<file path="config.mk">
export PLATFORM = sky130hd
export DESIGN_NAME = cdic_top
export DESIGN_NICKNAME = d
export VERILOG_FILES = /design/src/hdl/cdic_pkg.sv /design/src/hdl/cdic_req_if.sv /design/src/hdl/cdic_req_frontend.sv /design/src/hdl/cdic_top.sv
export SDC_FILE = /design/constraint.sdc
export NUM_CORES = 1
export LEC_CHECK = 0
export BUFFER_PORTS_ARGS = -buffer_cell sky130_fd_sc_hd__buf_2
export CAP_MARGIN = 20
export CORE_MARGIN = 2
export CORE_UTILIZATION = 48
export DETAILED_ROUTE_END_ITERATION = 10
export PLACE_DENSITY = 0.66
export SLEW_MARGIN = 30
export SYNTH_ARGS = -nofsm -noshare
export SYNTH_HDL_FRONTEND = slang
export SYNTH_SLANG_ARGS = --single-unit
</file>
<file path="constraint.sdc">
create_clock -name clock_in -period 19.3 [get_ports clock_in]
set_input_delay 0 -clock clock_in [delete_from_list [all_inputs] [get_ports clock_in]]
set_output_delay 0 -clock clock_in [all_outputs]
set_load 0.02 [all_outputs]
</file>
<file path="src/hdl/cdic_pkg.sv">
// constants, types and helper functions for the cascaded interrupt controller
// assumes an 8-bit I/O port bus with 16-bit port addresses
package cdic_pkg;

   // ------------------------------------------------------------
   // port map
   // ------------------------------------------------------------
   localparam logic [15:0] MASTER_BASE = 16'h0020;
   localparam logic [15:0] SLAVE_BASE  = 16'h00A0;
   localparam logic        OFS_CMD     = 1'h0;
   localparam logic        OFS_DATA    = 1'h1;

   // ------------------------------------------------------------
   // command and field layout
   // ------------------------------------------------------------
   localparam int INIT_WORD_ONE_SEL_BIT  = 4;
   localparam int INIT_WORD_ONE_LTIM_BIT = 3;
   localparam int INIT_WORD_ONE_SNGL_BIT = 1;
   localparam int INIT_WORD_ONE_IC4_BIT  = 0;
   localparam int STATUS_SELECT_COMMAND_SEL_BIT  = 3;
   localparam int INIT_WORD_MODE_AEOI_BIT = 1;
   localparam int RSEL_POLL_BIT = 2;

   localparam logic [2:0] CMD_ROT_AEOI_CLR = 3'h0;
   localparam logic [2:0] CMD_NS_EOI       = 3'h1;
   localparam logic [2:0] CMD_SP_EOI       = 3'h3;
   localparam logic [2:0] CMD_ROT_AEOI_SET = 3'h4;
   localparam logic [2:0] CMD_ROT_NS       = 3'h5;
   localparam logic [2:0] CMD_SET_PRIO     = 3'h6;
   localparam logic [2:0] CMD_ROT_SP       = 3'h7;

   localparam logic [1:0] RSEL_ISR       = 2'h3;
   localparam logic [2:0] CASC_LINE      = 3'h2;
   localparam logic [2:0] SPURIOUS_LEVEL = 3'h7;

   // ------------------------------------------------------------
   // reset values
   // ------------------------------------------------------------
   localparam logic [7:0] MASK_RESET   = 8'hFF;
   localparam logic [2:0] LOWEST_RESET = 3'h7;
   localparam logic [2:0] RSEL_RESET   = 3'h2;

   // ------------------------------------------------------------
   // input routing: jumpered lines and their external candidate
   // external vector is {frontplane[2:0], backplane[4:0]}
   // ------------------------------------------------------------
   localparam int         NUM_JMP = 8;
   localparam logic [3:0] JMP_LINE [NUM_JMP] = '{4'h1, 4'h5, 4'h6, 4'h7,
                                                 4'h8, 4'h9, 4'hD, 4'hE};
   localparam logic [2:0] JMP_EXT  [NUM_JMP] = '{3'h1, 3'h4, 3'h2, 3'h5,
                                                 3'h6, 3'h0, 3'h7, 3'h3};

   // ------------------------------------------------------------
   // types
   // ------------------------------------------------------------
   typedef enum logic [1:0] {
      CDIC_READY,
      CDIC_WAIT_VB,
      CDIC_WAIT_CASC,
      CDIC_WAIT_MODE
   } cdic_init_t;

   typedef struct packed {
      cdic_init_t  st;
      logic [7:0]  mask;
      logic [7:0]  in_service_flags;
      logic [2:0]  lowest;
      logic [4:0]  vbase;
      logic [7:0]  casc;
      logic        aeoi;
      logic        rot_aeoi;
      logic        level;
      logic        sngl;
      logic        ic4;
      logic [2:0]  rsel;
   } cdic_ctl_t;

   localparam cdic_ctl_t CTL_RESET = '{st: CDIC_READY, mask: MASK_RESET, in_service_flags: 8'h00,
                                      lowest: LOWEST_RESET, vbase: 5'h00,
                                      casc: 8'h00, aeoi: 1'h0, rot_aeoi: 1'h0,
                                      level: 1'h0, sngl: 1'h0, ic4: 1'h0,
                                      rsel: RSEL_RESET};

   // ------------------------------------------------------------
   // functions
   // ------------------------------------------------------------
   // highest-priority set bit: {found, level}; lowest holds the weakest level
   function automatic logic [3:0] cdic_resolve(input logic [7:0] req,
                                               input logic [2:0] lowest);
      logic [3:0] res;
      logic [2:0] lv;
      res = 4'h0;
      lv  = 3'h0;
      for (int i = 8; i >= 1; i--)
      begin
         lv = lowest + 3'(i);
         if (req[lv])
            res = {1'b1, lv};
      end
      return res;
   endfunction

   // 0 is the strongest rank
   function automatic logic [2:0] cdic_rank(input logic [2:0] lv,
                                            input logic [2:0] lowest);
      return 3'(lv - lowest - 3'h1);
   endfunction

   function automatic logic cdic_hit(input logic [15:0] addr,
                                     input logic [15:0] base);
      return addr[15:1] == base[15:1];
   endfunction

endpackage

</file>
<file path="src/hdl/cdic_req_if.sv">
// carrier between the controller core and the request front end
// assumes one clock domain, driven inside the top module
interface cdic_req_if;
   logic [1:0]  level_mode;
   logic [15:0] ack_clr;
   logic        casc_int;
   logic [15:0] req_latch;

   modport fe   (input level_mode, input ack_clr, input casc_int, output req_latch);
   modport core (output level_mode, output ack_clr, output casc_int, input req_latch);
endinterface

</file>
<file path="src/hdl/cdic_req_frontend.sv">
// request front end: inversion, jumper selection and the request latch
// assumes jumper selects are static and all inputs synchronous to clock_in
module cdic_req_frontend
(
   // clock and reset
   input  wire logic        clock_in,
   input  wire logic        rst_in,
   // request sources
   input  wire logic [4:0]  backplane_irq_n_in,
   input  wire logic [2:0]  frontplane_irq_n_in,
   input  wire logic        timer0_irq_in,
   input  wire logic [15:0] local_irq_in,
   input  wire logic [7:0]  jumper_sel_in,
   // to the controller core
   cdic_req_if.fe           rq
);

   logic [7:0]  ext_w;
   logic [15:0] raw_w;
   logic [15:0] prev_r;
   logic [15:0] prev_nxt;
   logic [15:0] latch_r;
   logic [15:0] latch_nxt;

   // ------------------------------------------------------------
   // source selection
   // ------------------------------------------------------------
   always_comb
   begin
      ext_w = ~{frontplane_irq_n_in, backplane_irq_n_in};
      raw_w = local_irq_in;
      raw_w[0] = timer0_irq_in;
      raw_w[cdic_pkg::CASC_LINE] = rq.casc_int;
      for (int j = 0; j < cdic_pkg::NUM_JMP; j++)
      begin
         raw_w[cdic_pkg::JMP_LINE[j]] = jumper_sel_in[j] ?
            local_irq_in[cdic_pkg::JMP_LINE[j]] : ext_w[cdic_pkg::JMP_EXT[j]];
      end
   end

   // ------------------------------------------------------------
   // request latch
   // ------------------------------------------------------------
   always_comb
   begin
      prev_nxt = raw_w;
      for (int l = 0; l < 16; l++)
      begin
         if (rq.level_mode[l / 8])
            latch_nxt[l] = raw_w[l];
         else if (raw_w[l] && !prev_r[l])
            latch_nxt[l] = 1'b1;
         else if (rq.ack_clr[l])
            latch_nxt[l] = 1'b0;
         else
            latch_nxt[l] = latch_r[l];
      end
   end

   always_ff @(posedge clock_in)
   begin
      if (rst_in)
      begin
         prev_r  <= 16'h0000;
         latch_r <= 16'h0000;
      end
      else
      begin
         prev_r  <= prev_nxt;
         latch_r <= latch_nxt;
      end
   end

   assign rq.req_latch = latch_r;

endmodule

</file>
<file path="src/hdl/cdic_top.sv">
// cascaded pair of programmable interrupt controllers, 15 request inputs
// assumes the cpu's port bus strobes are single-cycle and synchronous

// How it works
// master plus slave give 15 requests
// unmasked pending raises interrupt, supplies vector
// every input has its own mask
// level or edge recognition per programmed mode
// fixed or rotating priority by command
// backplane and frontplane requests inverted first
// jumper picks one of two sources
// master at 20h, slave at A0h
// offset 0 status/commands, offset 1 mask/init
// four init, three command, three status registers
// no cascade onto the backplane bus
// software writes words one to three first
// last command-three low bits pick status
// trigger mode covers a whole controller
// slave drives master line 2, gives vector
// master line 0 is timer 0
module cdic_top
(
   // clock and reset
   input  wire logic        clock_in,
   input  wire logic        rst_in,
   // cpu port bus
   input  wire logic [15:0] io_addr_in,
   input  wire logic [7:0]  io_wdata_in,
   input  wire logic        io_wr_in,
   input  wire logic        io_rd_in,
   output logic      [7:0]  io_rdata_out,
   // cpu interrupt
   input  wire logic        inta_in,
   output logic             int_out,
   output logic      [7:0]  vector_out,
   // request sources
   input  wire logic [4:0]  backplane_irq_n_in,
   input  wire logic [2:0]  frontplane_irq_n_in,
   input  wire logic        timer0_irq_in,
   input  wire logic [15:0] local_irq_in,
   input  wire logic [7:0]  jumper_sel_in
);

   cdic_req_if rq ();

   logic        int_w   [2];
   logic [2:0]  lvl_w   [2];
   logic        ack_w   [2];
   logic [7:0]  vec_w   [2];
   logic [7:0]  rd_w    [2];
   logic        hit_w   [2];
   logic        level_w [2];
   logic [7:0]  clr_w   [2];
   logic        casc_en_w;
   logic        casc_win_w;
   logic [7:0]  vector_r;
   logic [7:0]  vector_nxt;
   logic [7:0]  rdata_r;
   logic [7:0]  rdata_nxt;

   cdic_req_frontend u_frontend
   (
      .clock_in            (clock_in),
      .rst_in              (rst_in),
      .backplane_irq_n_in  (backplane_irq_n_in),
      .frontplane_irq_n_in (frontplane_irq_n_in),
      .timer0_irq_in       (timer0_irq_in),
      .local_irq_in        (local_irq_in),
      .jumper_sel_in       (jumper_sel_in),
      .rq                  (rq.fe)
   );

   // ------------------------------------------------------------
   // cascade wiring
   // ------------------------------------------------------------
   assign rq.casc_int   = int_w[1];
   assign rq.level_mode = {level_w[1], level_w[0]};
   assign rq.ack_clr    = {clr_w[1], clr_w[0]};
   // slave answers only through the local master, never the backplane
   assign casc_win_w    = int_w[0] && lvl_w[0] == cdic_pkg::CASC_LINE && casc_en_w;
   assign ack_w[0]      = inta_in;
   assign ack_w[1]      = inta_in && casc_win_w;

   // ------------------------------------------------------------
   // one controller per generate pass, 0 master, 1 slave
   // ------------------------------------------------------------
   for (genvar c = 0; c < 2; c++)
   begin : g_pic
      cdic_pkg::cdic_ctl_t cur_r;
      cdic_pkg::cdic_ctl_t cur_nxt;
      logic [7:0]          irr_w;
      logic [3:0]          req_top_w;
      logic [3:0]          isr_top_w;
      logic [2:0]          eoi_lvl;
      logic [7:0]          clr;
      logic                wr_cmd;
      logic                wr_data;
      logic [15:0]         base;

      assign base      = (c == 0) ? cdic_pkg::MASTER_BASE : cdic_pkg::SLAVE_BASE;
      assign hit_w[c]  = cdic_pkg::cdic_hit(io_addr_in, base);
      assign wr_cmd    = io_wr_in && hit_w[c] && io_addr_in[0] == cdic_pkg::OFS_CMD;
      assign wr_data   = io_wr_in && hit_w[c] && io_addr_in[0] == cdic_pkg::OFS_DATA;
      assign irr_w     = rq.req_latch[c * 8 +: 8];
      assign req_top_w = cdic_pkg::cdic_resolve(irr_w & ~cur_r.mask, cur_r.lowest);
      assign isr_top_w = cdic_pkg::cdic_resolve(cur_r.in_service_flags, cur_r.lowest);
      assign level_w[c] = cur_r.level;
      assign lvl_w[c]  = req_top_w[2:0];
      // nested: a request must outrank everything in service
      assign int_w[c]  = cur_r.st == cdic_pkg::CDIC_READY && req_top_w[3] &&
                         (!isr_top_w[3] || cdic_pkg::cdic_rank(req_top_w[2:0], cur_r.lowest)
                          < cdic_pkg::cdic_rank(isr_top_w[2:0], cur_r.lowest));
      assign vec_w[c]  = {cur_r.vbase, int_w[c] ? req_top_w[2:0]
                                                : cdic_pkg::SPURIOUS_LEVEL};
      assign clr_w[c]  = clr;

      // status readback, selected by the last status-select command
      always_comb
      begin
         if (io_addr_in[0] == cdic_pkg::OFS_DATA)
            rd_w[c] = cur_r.mask;
         else if (cur_r.rsel[cdic_pkg::RSEL_POLL_BIT])
            rd_w[c] = {int_w[c], 4'h0, req_top_w[2:0]};
         else if (cur_r.rsel[1:0] == cdic_pkg::RSEL_ISR)
            rd_w[c] = cur_r.in_service_flags;
         else
            rd_w[c] = irr_w;
      end

      always_comb
      begin
         cur_nxt = cur_r;
         clr     = 8'h00;
         eoi_lvl = isr_top_w[2:0];
         if (c == 1)
            cur_nxt.casc = 8'h00;
         // acknowledge: mark in service unless aeoi is set, consume edge request
         if (ack_w[c] && int_w[c])
         begin
            clr[req_top_w[2:0]] = 1'b1;
            if (!cur_r.aeoi)
               cur_nxt.in_service_flags[req_top_w[2:0]] = 1'b1;
            else if (cur_r.rot_aeoi)
               cur_nxt.lowest = req_top_w[2:0];
         end
         if (wr_cmd && io_wdata_in[cdic_pkg::INIT_WORD_ONE_SEL_BIT])
         begin
            // init word one restarts the sequence, R12 relies on the rest
            cur_nxt       = cdic_pkg::CTL_RESET;
            cur_nxt.mask  = 8'h00;
            cur_nxt.st    = cdic_pkg::CDIC_WAIT_VB;
            cur_nxt.level = io_wdata_in[cdic_pkg::INIT_WORD_ONE_LTIM_BIT];
            cur_nxt.sngl  = io_wdata_in[cdic_pkg::INIT_WORD_ONE_SNGL_BIT];
            cur_nxt.ic4   = io_wdata_in[cdic_pkg::INIT_WORD_ONE_IC4_BIT];
         end
         else if (wr_cmd && io_wdata_in[cdic_pkg::STATUS_SELECT_COMMAND_SEL_BIT])
            cur_nxt.rsel = io_wdata_in[2:0];
         else if (wr_cmd)
         begin
            if (io_wdata_in[6])
               eoi_lvl = io_wdata_in[2:0];
            case (io_wdata_in[7:5])
               cdic_pkg::CMD_NS_EOI, cdic_pkg::CMD_SP_EOI:
                  cur_nxt.in_service_flags[eoi_lvl] = 1'b0;
               cdic_pkg::CMD_ROT_NS, cdic_pkg::CMD_ROT_SP:
               begin
                  cur_nxt.in_service_flags[eoi_lvl] = 1'b0;
                  cur_nxt.lowest       = eoi_lvl;
               end
               cdic_pkg::CMD_SET_PRIO:
                  cur_nxt.lowest = io_wdata_in[2:0];
               cdic_pkg::CMD_ROT_AEOI_SET:
                  cur_nxt.rot_aeoi = 1'b1;
               cdic_pkg::CMD_ROT_AEOI_CLR:
                  cur_nxt.rot_aeoi = 1'b0;
               default:
                  cur_nxt.rot_aeoi = cur_nxt.rot_aeoi;
            endcase
         end
         else if (wr_data)
         begin
            case (cur_r.st)
               cdic_pkg::CDIC_WAIT_VB:
               begin
                  cur_nxt.vbase = io_wdata_in[7:3];
                  cur_nxt.st    = !cur_r.sngl ? cdic_pkg::CDIC_WAIT_CASC :
                                  cur_r.ic4 ? cdic_pkg::CDIC_WAIT_MODE :
                                  cdic_pkg::CDIC_READY;
               end
               cdic_pkg::CDIC_WAIT_CASC:
               begin
                  if (c == 0)
                     cur_nxt.casc = io_wdata_in;
                  cur_nxt.st = cur_r.ic4 ? cdic_pkg::CDIC_WAIT_MODE : cdic_pkg::CDIC_READY;
               end
               cdic_pkg::CDIC_WAIT_MODE:
               begin
                  cur_nxt.aeoi = io_wdata_in[cdic_pkg::INIT_WORD_MODE_AEOI_BIT];
                  cur_nxt.st   = cdic_pkg::CDIC_READY;
               end
               default:
                  cur_nxt.mask = io_wdata_in;
            endcase
         end
      end

      always_ff @(posedge clock_in)
      begin
         if (rst_in)
            cur_r <= cdic_pkg::CTL_RESET;
         else
            cur_r <= cur_nxt;
      end
   end

   assign casc_en_w = g_pic[0].cur_r.casc[cdic_pkg::CASC_LINE];

   // ------------------------------------------------------------
   // vector and read data
   // ------------------------------------------------------------
   always_comb
   begin
      vector_nxt = vector_r;
      if (inta_in)
         vector_nxt = casc_win_w ? vec_w[1] : vec_w[0];
      rdata_nxt = rdata_r;
      if (io_rd_in)
         rdata_nxt = hit_w[0] ? rd_w[0] : hit_w[1] ? rd_w[1] : 8'h00;
   end

   always_ff @(posedge clock_in)
   begin
      if (rst_in)
      begin
         vector_r <= 8'h00;
         rdata_r  <= 8'h00;
      end
      else
      begin
         vector_r <= vector_nxt;
         rdata_r  <= rdata_nxt;
      end
   end

   assign int_out      = int_w[0];
   assign vector_out   = vector_r;
   assign io_rdata_out = rdata_r;

endmodule

</file>
### Yosys cells after proc, flatten, opt, wreduce, memory -nomap -nowiden

Index checks and enable logic that the tools add are counted.

| word-level totals | value |
|---|---|
| bits in registers | 124 |
| output and inout port bits | 17 |

| cells by class | value |
|---|---|
| add/subtract/negate cells | 22 |
| $lt $le $gt $ge | 26 |
| equality and inequality tests | 23 |
| muxes and demuxes | 221 |
| bitwise operators | 16 |
| reduce and logical (&&, ||, !) cells | 104 |

Operators with widths:

| kind | number |
|---|---|
| $mux 8 | 18 |
| $mux 4 | 32 |
| $bmux 1 s3 | 32 |
| $mux 1 | 94 |
| $lt 3x4->1 const B | 20 |
| $mux 35 | 2 |
| $reduce_bool 3->1 | 18 |
| $mux 25 | 2 |
| $mux 11 | 4 |
| $reduce_and 4->1 | 11 |
| $mux 3 | 14 |
| $not 8->8 | 5 |
| $logic_and 1x1->1 | 39 |
| $mux 9 | 4 |
| $and 8x8->8 | 4 |
| $mux 14 | 2 |
| $add 3x3->3 const B | 8 |
| $mux 5 | 4 |
| $logic_not 1->1 | 18 |
| $or 8x8->8 | 2 |
| $eq 15x5->1 const B | 1 |
| $eq 15x7->1 const B | 1 |
| $add 3x2->3 const B | 4 |
| $demux 1 s3 | 4 |
| other kinds (26) | 69 |

### Depth between registers and ports, before layout

Gate-level depths: netlist of the first run.

| depth | value |
|---|---|
| word-level depth | 27 |
| mapped depth | 27 |
| gate-level depth less buffers | 21 |

### Hierarchy

A second synthesis of the first run with hierarchy kept.

| second synthesis, totals | value |
|---|---|
| cell total of the unflattened synthesis | 1,175 |
| area total of the unflattened synthesis | 9,903.2 sq um |

Modules (own cells, without submodules):

| module | instances | cells an instance | area an instance (sq um) | sequential area each (sq um) |
|---|---|---|---|---|
| cdic_top | 1 | 1,039 | 8,660.8 | 1,701.6 |
| cdic_req_frontend | 1 | 136 | 1,242.4 | 640.6 |

### Worst setup path after synthesis of the first run

No wires, ideal clock.

| timing path | value |
|---|---|
| kind | flip-flop to flip-flop |
| start point | register g_pic[1].cur_r[22] (netlist name) |
| end point | register g_pic[1].cur_r[24] (netlist name) |
| setup time | 0.059 ns |
| arrival | 6.179 ns |
| required time | 19.241 ns |
| path slack | 13.062 ns |
| stages on the path, launching flop included | 26 |
| period minus slack after synthesis | 6.238 ns |
| cells stage by stage | dfxtp_1 > clkbuf_1 > clkbuf_1 > inv_1 > clkbuf_1 > ha_1 > buf_6 > clkbuf_1 > mux4_2 > mux2i_1 > nand3_1 > a31o_2 > o31ai_1 > clkbuf_1 > fa_1 > inv_1 > ha_1 > a21oi_1 > nor2b_1 > o32ai_2 > o311a_2 > o2111ai_2 > or3_1 > buf_2 > o41ai_1 > o211a_1 |

| between the ends | value |
|---|---|
| cells in the longest elaborated chain, start to end | 23 |
| elaborated cells on any way between the ends | 87 |
| classes of those cells | add/sub (11); order compare (5); mux (61); bitwise (3); reduce/logical (7) |

RTL lines:

| element | line | text |
|---|---|---|
| start, declared | cdic_top.sv:89 | `cdic_pkg::cdic_ctl_t cur_r;` |
| start signal, assigned | cdic_top.sv:210 | `cur_r <= cdic_pkg::CTL_RESET;` |
| start signal, assigned | cdic_top.sv:212 | `cur_r <= cur_nxt;` |
| branches (longest 22 deep; another with $add 3x3->3) | - |  |
| $mux 25 (*) | cdic_top.sv:156 | `else if (wr_cmd && io_wdata_in[cdic_pkg::STATUS_SELECT_COMMAND_SEL_BIT])` |

Mark *: on every way between the ends. The select of a mux whose other input is x is not followed.
A chain may end at the register's enable or synchronous reset.

### Worst setup path in the final report of the first run

| timing path | value |
|---|---|
| start point | register g_pic[1].cur_r[21] (netlist name) |
| end point | register g_pic[1].cur_r[25] (netlist name) |

Same word-level chain as after synthesis.

==> results of run 1 <==
==> cell type report <==
type	instances	area (um^2)	share of cell area
inverter	41	154	0.0141
multi-input combinational	897	6750	0.620
clock buffer	21	460	0.0423
sequential	117	2340	0.215
tap	265	332	0.0304
clock inverter	11	103	0.00942
timing repair buffer	116	753	0.0692
==> registers in the layout, indices dropped and copies added, names as in the netlist <==
register / cells
u_frontend.prev_r: 16
g_pic.cur_r: 68
io_rdata_out: 8
u_frontend.rq.req_latch: 16
casc_en_w: 1
vector_out: 8
==> routing by layer <==
layer  share of wire  track usage
met3           0.077       0.0368
met4           0.022       0.0819
met1            0.44        0.380
met5               0            0
met2            0.47        0.446
==> worst min-delay path, stage by stage <==
cell	delay, ns
buf_2	0.21
nor2_1	0.13
a211oi_1	0.06
==> timing repair <==
| action | CTS | global route |
|---|---|---|
| hold endpoints to repair | 33 | 0 |
| endpoints found under the setup margin | 0 | 0 |
| hold buffers | 29 | 0 |
==> path summary, 6_finish.rpt <==
path	endpoint	slack, ns	depth (start not counted)
hold / removal	vector_out[7]	0.03	3
hold reg to reg	g_pic[0].cur_r[6]	0.47	2
setup / recovery	g_pic[1].cur_r[25]	11.97	22
setup reg to reg	g_pic[1].cur_r[25]	11.97	22
==> kinds of logic after synthesis <==
family	Yosys count	share of synthesized area
simple gates	392	0.203
compound gates	312	0.227
mux	156	0.230
buf+inv	118	0.0505
flops	117	0.245
fa+ha+maj	20	0.0293
xor+xnor	17	0.0156
==> per-stage QoR <==
step / cell area [um^2] / std cells
2_1_floorplan: 9560 / 1132
3_3_place_gp: 10000 / 1407
3_5_place_dp: 10000 / 1407
4_1_cts: 10900 / 1468
5_1_grt: 10900 / 1468
6_report: 10900 / 1468
==> cell usage after synthesis (17+ instances only) <==
cell and number:
nor2_1 98, o211ai_1 17, a21oi_1 72, mux4_2 48, clkbuf_1 58, nand2b_1 31, inv_1 37, nand3_1 36
nor3_1 31, nand2_1 102, o21ai_0 56, dfxtp_1 117, nor2b_1 32, mux2i_1 82, mux2_2 24
==> power breakdown <==
part / total [mW] / switching (mW) / internal [mW]
Sequential: 0.253 / 0.00528 / 0.248
Combinational: 0.0462 / 0.0259 / 0.0202
Clock: 0.300 / 0.117 / 0.184
==> results.sh, run 1 <==
export IMPL_grt_pass1_wl_um=46700
export IMPL_cts_root_buf="clkbuf_16"
export IMPL_grt_pass1_vias=8635
export IMPL_cellPowerDensity_nw_per_um2=55.1
export IMPL_antenna_found_initial=0
export IMPL_skew_ns=0.00811
export IMPL_hold_viol=0
export IMPL_ys_seq_area_frac=0.245
export IMPL_avgRoutedWirePerCell_um=20.0
export IMPL_fin_nets=1272
export IMPL_vdd_ir_drop_max_mv=0.0676
export IMPL_drc=0
export IMPL_tns_ns=0
export IMPL_overflow=0
export IMPL_synth_largest_area_cell="dfxtp_1"
export IMPL_max_slew_margin=0.356
export IMPL_r2r_start="g_pic[1].cur_r[21]"
export IMPL_n_antenna_cell=0
export IMPL_leakagePower_nw=4.30
export IMPL_layout_commonest_cell="dfxtp_1"
export IMPL_status="complete, no violations"
export IMPL_dp_slack_ns=12.12
export IMPL_grt_setup_unrepaired="no"
export IMPL_fmax_mhz=136
export IMPL_drtIter0Drc=1085
export IMPL_gp_congestion=0.930
export IMPL_die_h_um=145
export IMPL_totalWireLength_um=29400
export IMPL_min_from="inta_in"
export IMPL_viasPerCell=6.38
export IMPL_clk_latency_ns=0.42
export IMPL_final_cell_mix="117 x dfxtp_1, 102 x nand2_1, 98 x nor2_1"
export IMPL_fillCellCount=1825
export IMPL_cts_buffer_depth=2
export IMPL_synthToLayoutAreaGrowth_pct=13.9
export IMPL_cp_slowest_cell="ha_1"
export IMPL_synth_seq_cells=117
export IMPL_die_area_um2=21100
export IMPL_io_buffers=76
export IMPL_start_kind="flop"
export IMPL_mappedNetlistNets=1214
export IMPL_crit_path_max_incr_delay_ns=1.03
export IMPL_totalPowerFinal_mw=0.600
export IMPL_setup_slack_ns=11.97
export IMPL_num_rows=51
export IMPL_maxCapViolations=0
export IMPL_vias=9371
export IMPL_ios=79
export IMPL_synth_area_leaders="dfxtp_1 25%, mux4_2 11%, mux2i_1 8.6%, nand2_1 4.0%, nor2_1 3.8%"
export IMPL_arrival_ns=7.69
export IMPL_hp_class="primary input to flop"
export IMPL_crit_family="adder cells"
export IMPL_syn_area_um2=9560
export IMPL_hpwl_um=21300
export IMPL_startpoint="g_pic[1].cur_r[21]"
export IMPL_finalMaxSlewViolations=0
export IMPL_min_period_ns=7.33
export IMPL_async_flop_share=0
export IMPL_synth_cells=1132
export IMPL_hold_ws_ns=0.0334
export IMPL_cts_post_setup_buffers_inserted=0
export IMPL_track_usage=0.274
export IMPL_cp_num_buf_inv=6
export IMPL_clock_sinks=117
export IMPL_synth_edf_count=0
export IMPL_clk_pin_slew_ns=0.06
export IMPL_post_cts_resized_instances=0
export IMPL_syn_area_per_cell_um2=8.44
export IMPL_postRouteAntennaNets=0
export IMPL_worstPathRequired_ns=19.66
export IMPL_drive_above_1_share=0.180
export IMPL_yosysWarnings=0
export IMPL_grt_max_degree=66
export IMPL_synth_distinct_cells=84
export IMPL_crit_type="flop to flop"
export IMPL_synth_ff_type="dfxtp_1"
export IMPL_coreArea_um2=19500
export IMPL_synth_top_area_frac=0.245
export IMPL_start_util=0.490
export IMPL_worstMarginPinSlew_ns=0.966
export IMPL_cts_buffers=17
export IMPL_drt_pass1_iterations=6
export IMPL_tritoncts="yes"
export IMPL_path_cells="buf_4 > inv_2 > ha_1 > clkinv_1 > mux2i_1 > o21ai_0 > a22o_1 > nor2_1 > inv_1 > ha_1 > inv_1 > fa_1 > inv_1 > ha_1 > a21oi_1 > nor2b_1 > o32ai_2 > o311a_2 > o2111ai_2 > or3_1 > o41ai_1 > o211a_1"
export IMPL_setup_viol=0
export IMPL_cts_max_level=4
export IMPL_fin_crit_sh=0.380
export IMPL_die_x_um=145
export IMPL_crit_path_end_kind="flop"
export IMPL_cp_max_fo=33
export IMPL_final_util=0.558
Note: power is estimated with default switching activity, not from simulation.
==> inputs of run 2 (changes only) <==
--- a/config.mk
+++ b/config.mk
@@ -10,7 +10,7 @@
 export CORE_MARGIN = 2
 export CORE_UTILIZATION = 48
 export DETAILED_ROUTE_END_ITERATION = 10
-export PLACE_DENSITY = 0.66
+export PLACE_DENSITY = 0.69
 export SLEW_MARGIN = 30
 export SYNTH_ARGS = -nofsm -noshare
 export SYNTH_HDL_FRONTEND = slang
==> constraint.sdc (replaced) <==
create_clock -name clock_in -period 6.07 [get_ports clock_in]
set_input_delay 0 -clock clock_in [delete_from_list [all_inputs] [get_ports clock_in]]
set_output_delay 0 -clock clock_in [all_outputs]
set_load 0.02 [all_outputs]
==> results.sh, run 2 (synthesis gave the netlist of run 1 again) <==
export IMPL_clk_latency_ns=0.42
export IMPL_crit_family="compound AO/OA/AOI/OAI gates"
export IMPL_num_rows=51
export IMPL_coreArea_um2=19500
export IMPL_ios=79
export IMPL_gp_congestion=0.993
export IMPL_drc=0
export IMPL_switching_power_mw=0.465
export IMPL_vias=9571
export IMPL_cts_max_level=4
export IMPL_postRouteAntennaNets=0
export IMPL_die_h_um=145
export IMPL_tns_ns=0
export IMPL_seq_area_um2=2340
export IMPL_grt_pass1_vias=8872
export IMPL_netSwitchingFraction=0.235
export IMPL_cts_buffers=17
export IMPL_leakagePower_nw=4.46
export IMPL_layoutNonFillerInstCount=1492
export IMPL_cts_buffer_depth=2
export IMPL_clk_pin_slew_ns=0.06
export IMPL_synthToLayoutAreaGrowth_pct=16.4
export IMPL_viasPerCell=6.41
export IMPL_start_util=0.490
export IMPL_status="complete, no violations"
export IMPL_io_buffers=76
export IMPL_hold_ws_ns=0.00885
export IMPL_crit_path_max_incr_delay_ns=0.55
export IMPL_max_slew_margin=0.432
export IMPL_die_x_um=145
export IMPL_min_path_cells=3
export IMPL_fin_crit_sh=0.960
export IMPL_vdd_ir_drop_max_mv=0.218
export IMPL_grt_pass1_wl_um=47900
export IMPL_power_internal_mw=1.52
export IMPL_min_period_ns=5.83
export IMPL_n_antenna_cell=0
export IMPL_final_cell_mix="117 x dfxtp_1, 102 x nand2_1, 97 x nor2_1"
export IMPL_fin_nets=1296
export IMPL_reg2reg_depth=22
export IMPL_worstPathRequired_ns=6.43
export IMPL_antenna_found_initial=0
export IMPL_crit_type="flop to flop"
export IMPL_layout_commonest_cell="dfxtp_1"
export IMPL_clock_sinks=117
export IMPL_clkPwrFrac=0.520
export IMPL_track_usage=0.281
export IMPL_totalPowerFinal_mw=1.98
export IMPL_start_kind="flop"
export IMPL_totalWireLength_um=30100
export IMPL_drive_above_1_share=0.200
export IMPL_reg2reg_setup_slack_ns=0.24
export IMPL_cts_post_setup_buffers_inserted=0
export IMPL_grt_max_degree=66
export IMPL_cp_max_fo=8
export IMPL_maxCapViolations=0
export IMPL_cts_root_buf="clkbuf_16"
export IMPL_cp_num_buf_inv=4
export IMPL_path_cells="inv_1 > ha_1 > xor2_1 > buf_4 > mux2i_1 > o211ai_1 > a311oi_1 > nor2_2 > inv_1 > ha_1 > inv_1 > fa_1 > xnor2_1 > xnor2_1 > ha_1 > nor2b_1 > o32ai_2 > o311a_2 > o2111ai_2 > or3_1 > o41ai_1 > o211a_1"
export IMPL_critical_path_cell_count=22
export IMPL_drtIter0Drc=1090
export IMPL_dp_cells=1433
export IMPL_r2r_start="g_pic[1].cur_r[22]"
export IMPL_min_from="io_wdata_in[2]"
export IMPL_worstMarginPinSlew_ns=0.847
export IMPL_fmax_mhz=172
export IMPL_skew_ns=0.00927
export IMPL_avgRoutedWirePerCell_um=20.2
export IMPL_arrival_ns=6.19
export IMPL_crit_path_end_kind="flop"
export IMPL_overflow=0
export IMPL_setup_viol=0
export IMPL_multiInputGateArea_um2=6760
export IMPL_top_register="g_pic.cur_r"
export IMPL_startpoint="g_pic[1].cur_r[22]"
export IMPL_die_area_um2=21100
export IMPL_largest_reg_flops=68
export IMPL_pwr_share_comb=0.073
export IMPL_fillCellCount=1722
export IMPL_finalMaxSlewViolations=0
export IMPL_power_share_sequential=0.407
export IMPL_hold_viol=0
export IMPL_hp_class="primary input to flop"
export IMPL_drt_pass1_iterations=6
export IMPL_hpwl_um=21800
export IMPL_cellPowerDensity_nw_per_um2=178
export IMPL_cp_slowest_cell="or3_1"
export IMPL_tritoncts="yes"
-- run 2: cell count changes in the layout (fill, tap and decap cells not counted), sizes merged --
cell         previous run  this run
dlygate4sd3            29        27
bufinv                  1         3
inv                    41        40
clkinv                  4         7
buf                    87       113
clkbuf                 21        20
clkinvlp                6         3
-- run 2: timing repair --
action | 4_1_cts | 5_1_grt
endpoints found under the hold margin | 29 | 0
resized for setup | 0 | 4
hold buffers | 27 | 0
setup endpoints to repair | 0 | 14
-- run 2: cell type report --
type / count / area share
clock buffers: 20 / 0.0410
clock inverters: 12 / 0.0138
inverters: 41 / 0.0138
multi-input cells: 897 / 0.607
flip-flops and latches: 117 / 0.210
well taps: 265 / 0.0298
repair buffers: 140 / 0.0838
-- run 2: power by group through the flow --
stage / clock, mW / sequential (mW) / combinational [mW]
CTS: 1.03 / 0.805 / 0.142
floorplan: 0 / 0.819 / 0.0733
global route: 1.07 / 0.807 / 0.157
global placement: 0 / 0.822 / 0.124
detailed placement: 0 / 0.822 / 0.126
finish: 1.03 / 0.807 / 0.145
-- run 2: per-layer routing --
layer  wire, um  vias to the layer above  GRT usage  part of all wire
li1           -                     4437          -                 -
met2      13900                      536      0.460              0.46
met1      12800                     4522      0.385              0.43
met3       2460                       76     0.0399             0.082
met4        881                        0     0.0873             0.029
met5          0                        -          0                 0
-- run 2: through the flow --
step                 util  worst slack [ns]  area (um^2)
global placement    0.523             0.345        10200
CTS                 0.568             0.217        11100
floorplan               -            0.0330         9560
detailed placement  0.523             0.316        10200
finish              0.570             0.243        11100
global route        0.570           -0.0138        11100
-- run 2: path summary, 6_finish.rpt --
| check | endpoint |
|---|---|
| setup reg to reg | g_pic[1].cur_r[24] |
| hold reg to reg | g_pic[0].cur_r[6] |
| setup / recovery | g_pic[1].cur_r[24] |
| hold / removal | g_pic[0].cur_r[34] |
-- run 2: worst min-delay path, cell delays in order --
cell     delay [ns]
buf_2          0.23
a21oi_1        0.09
o21ai_0        0.06
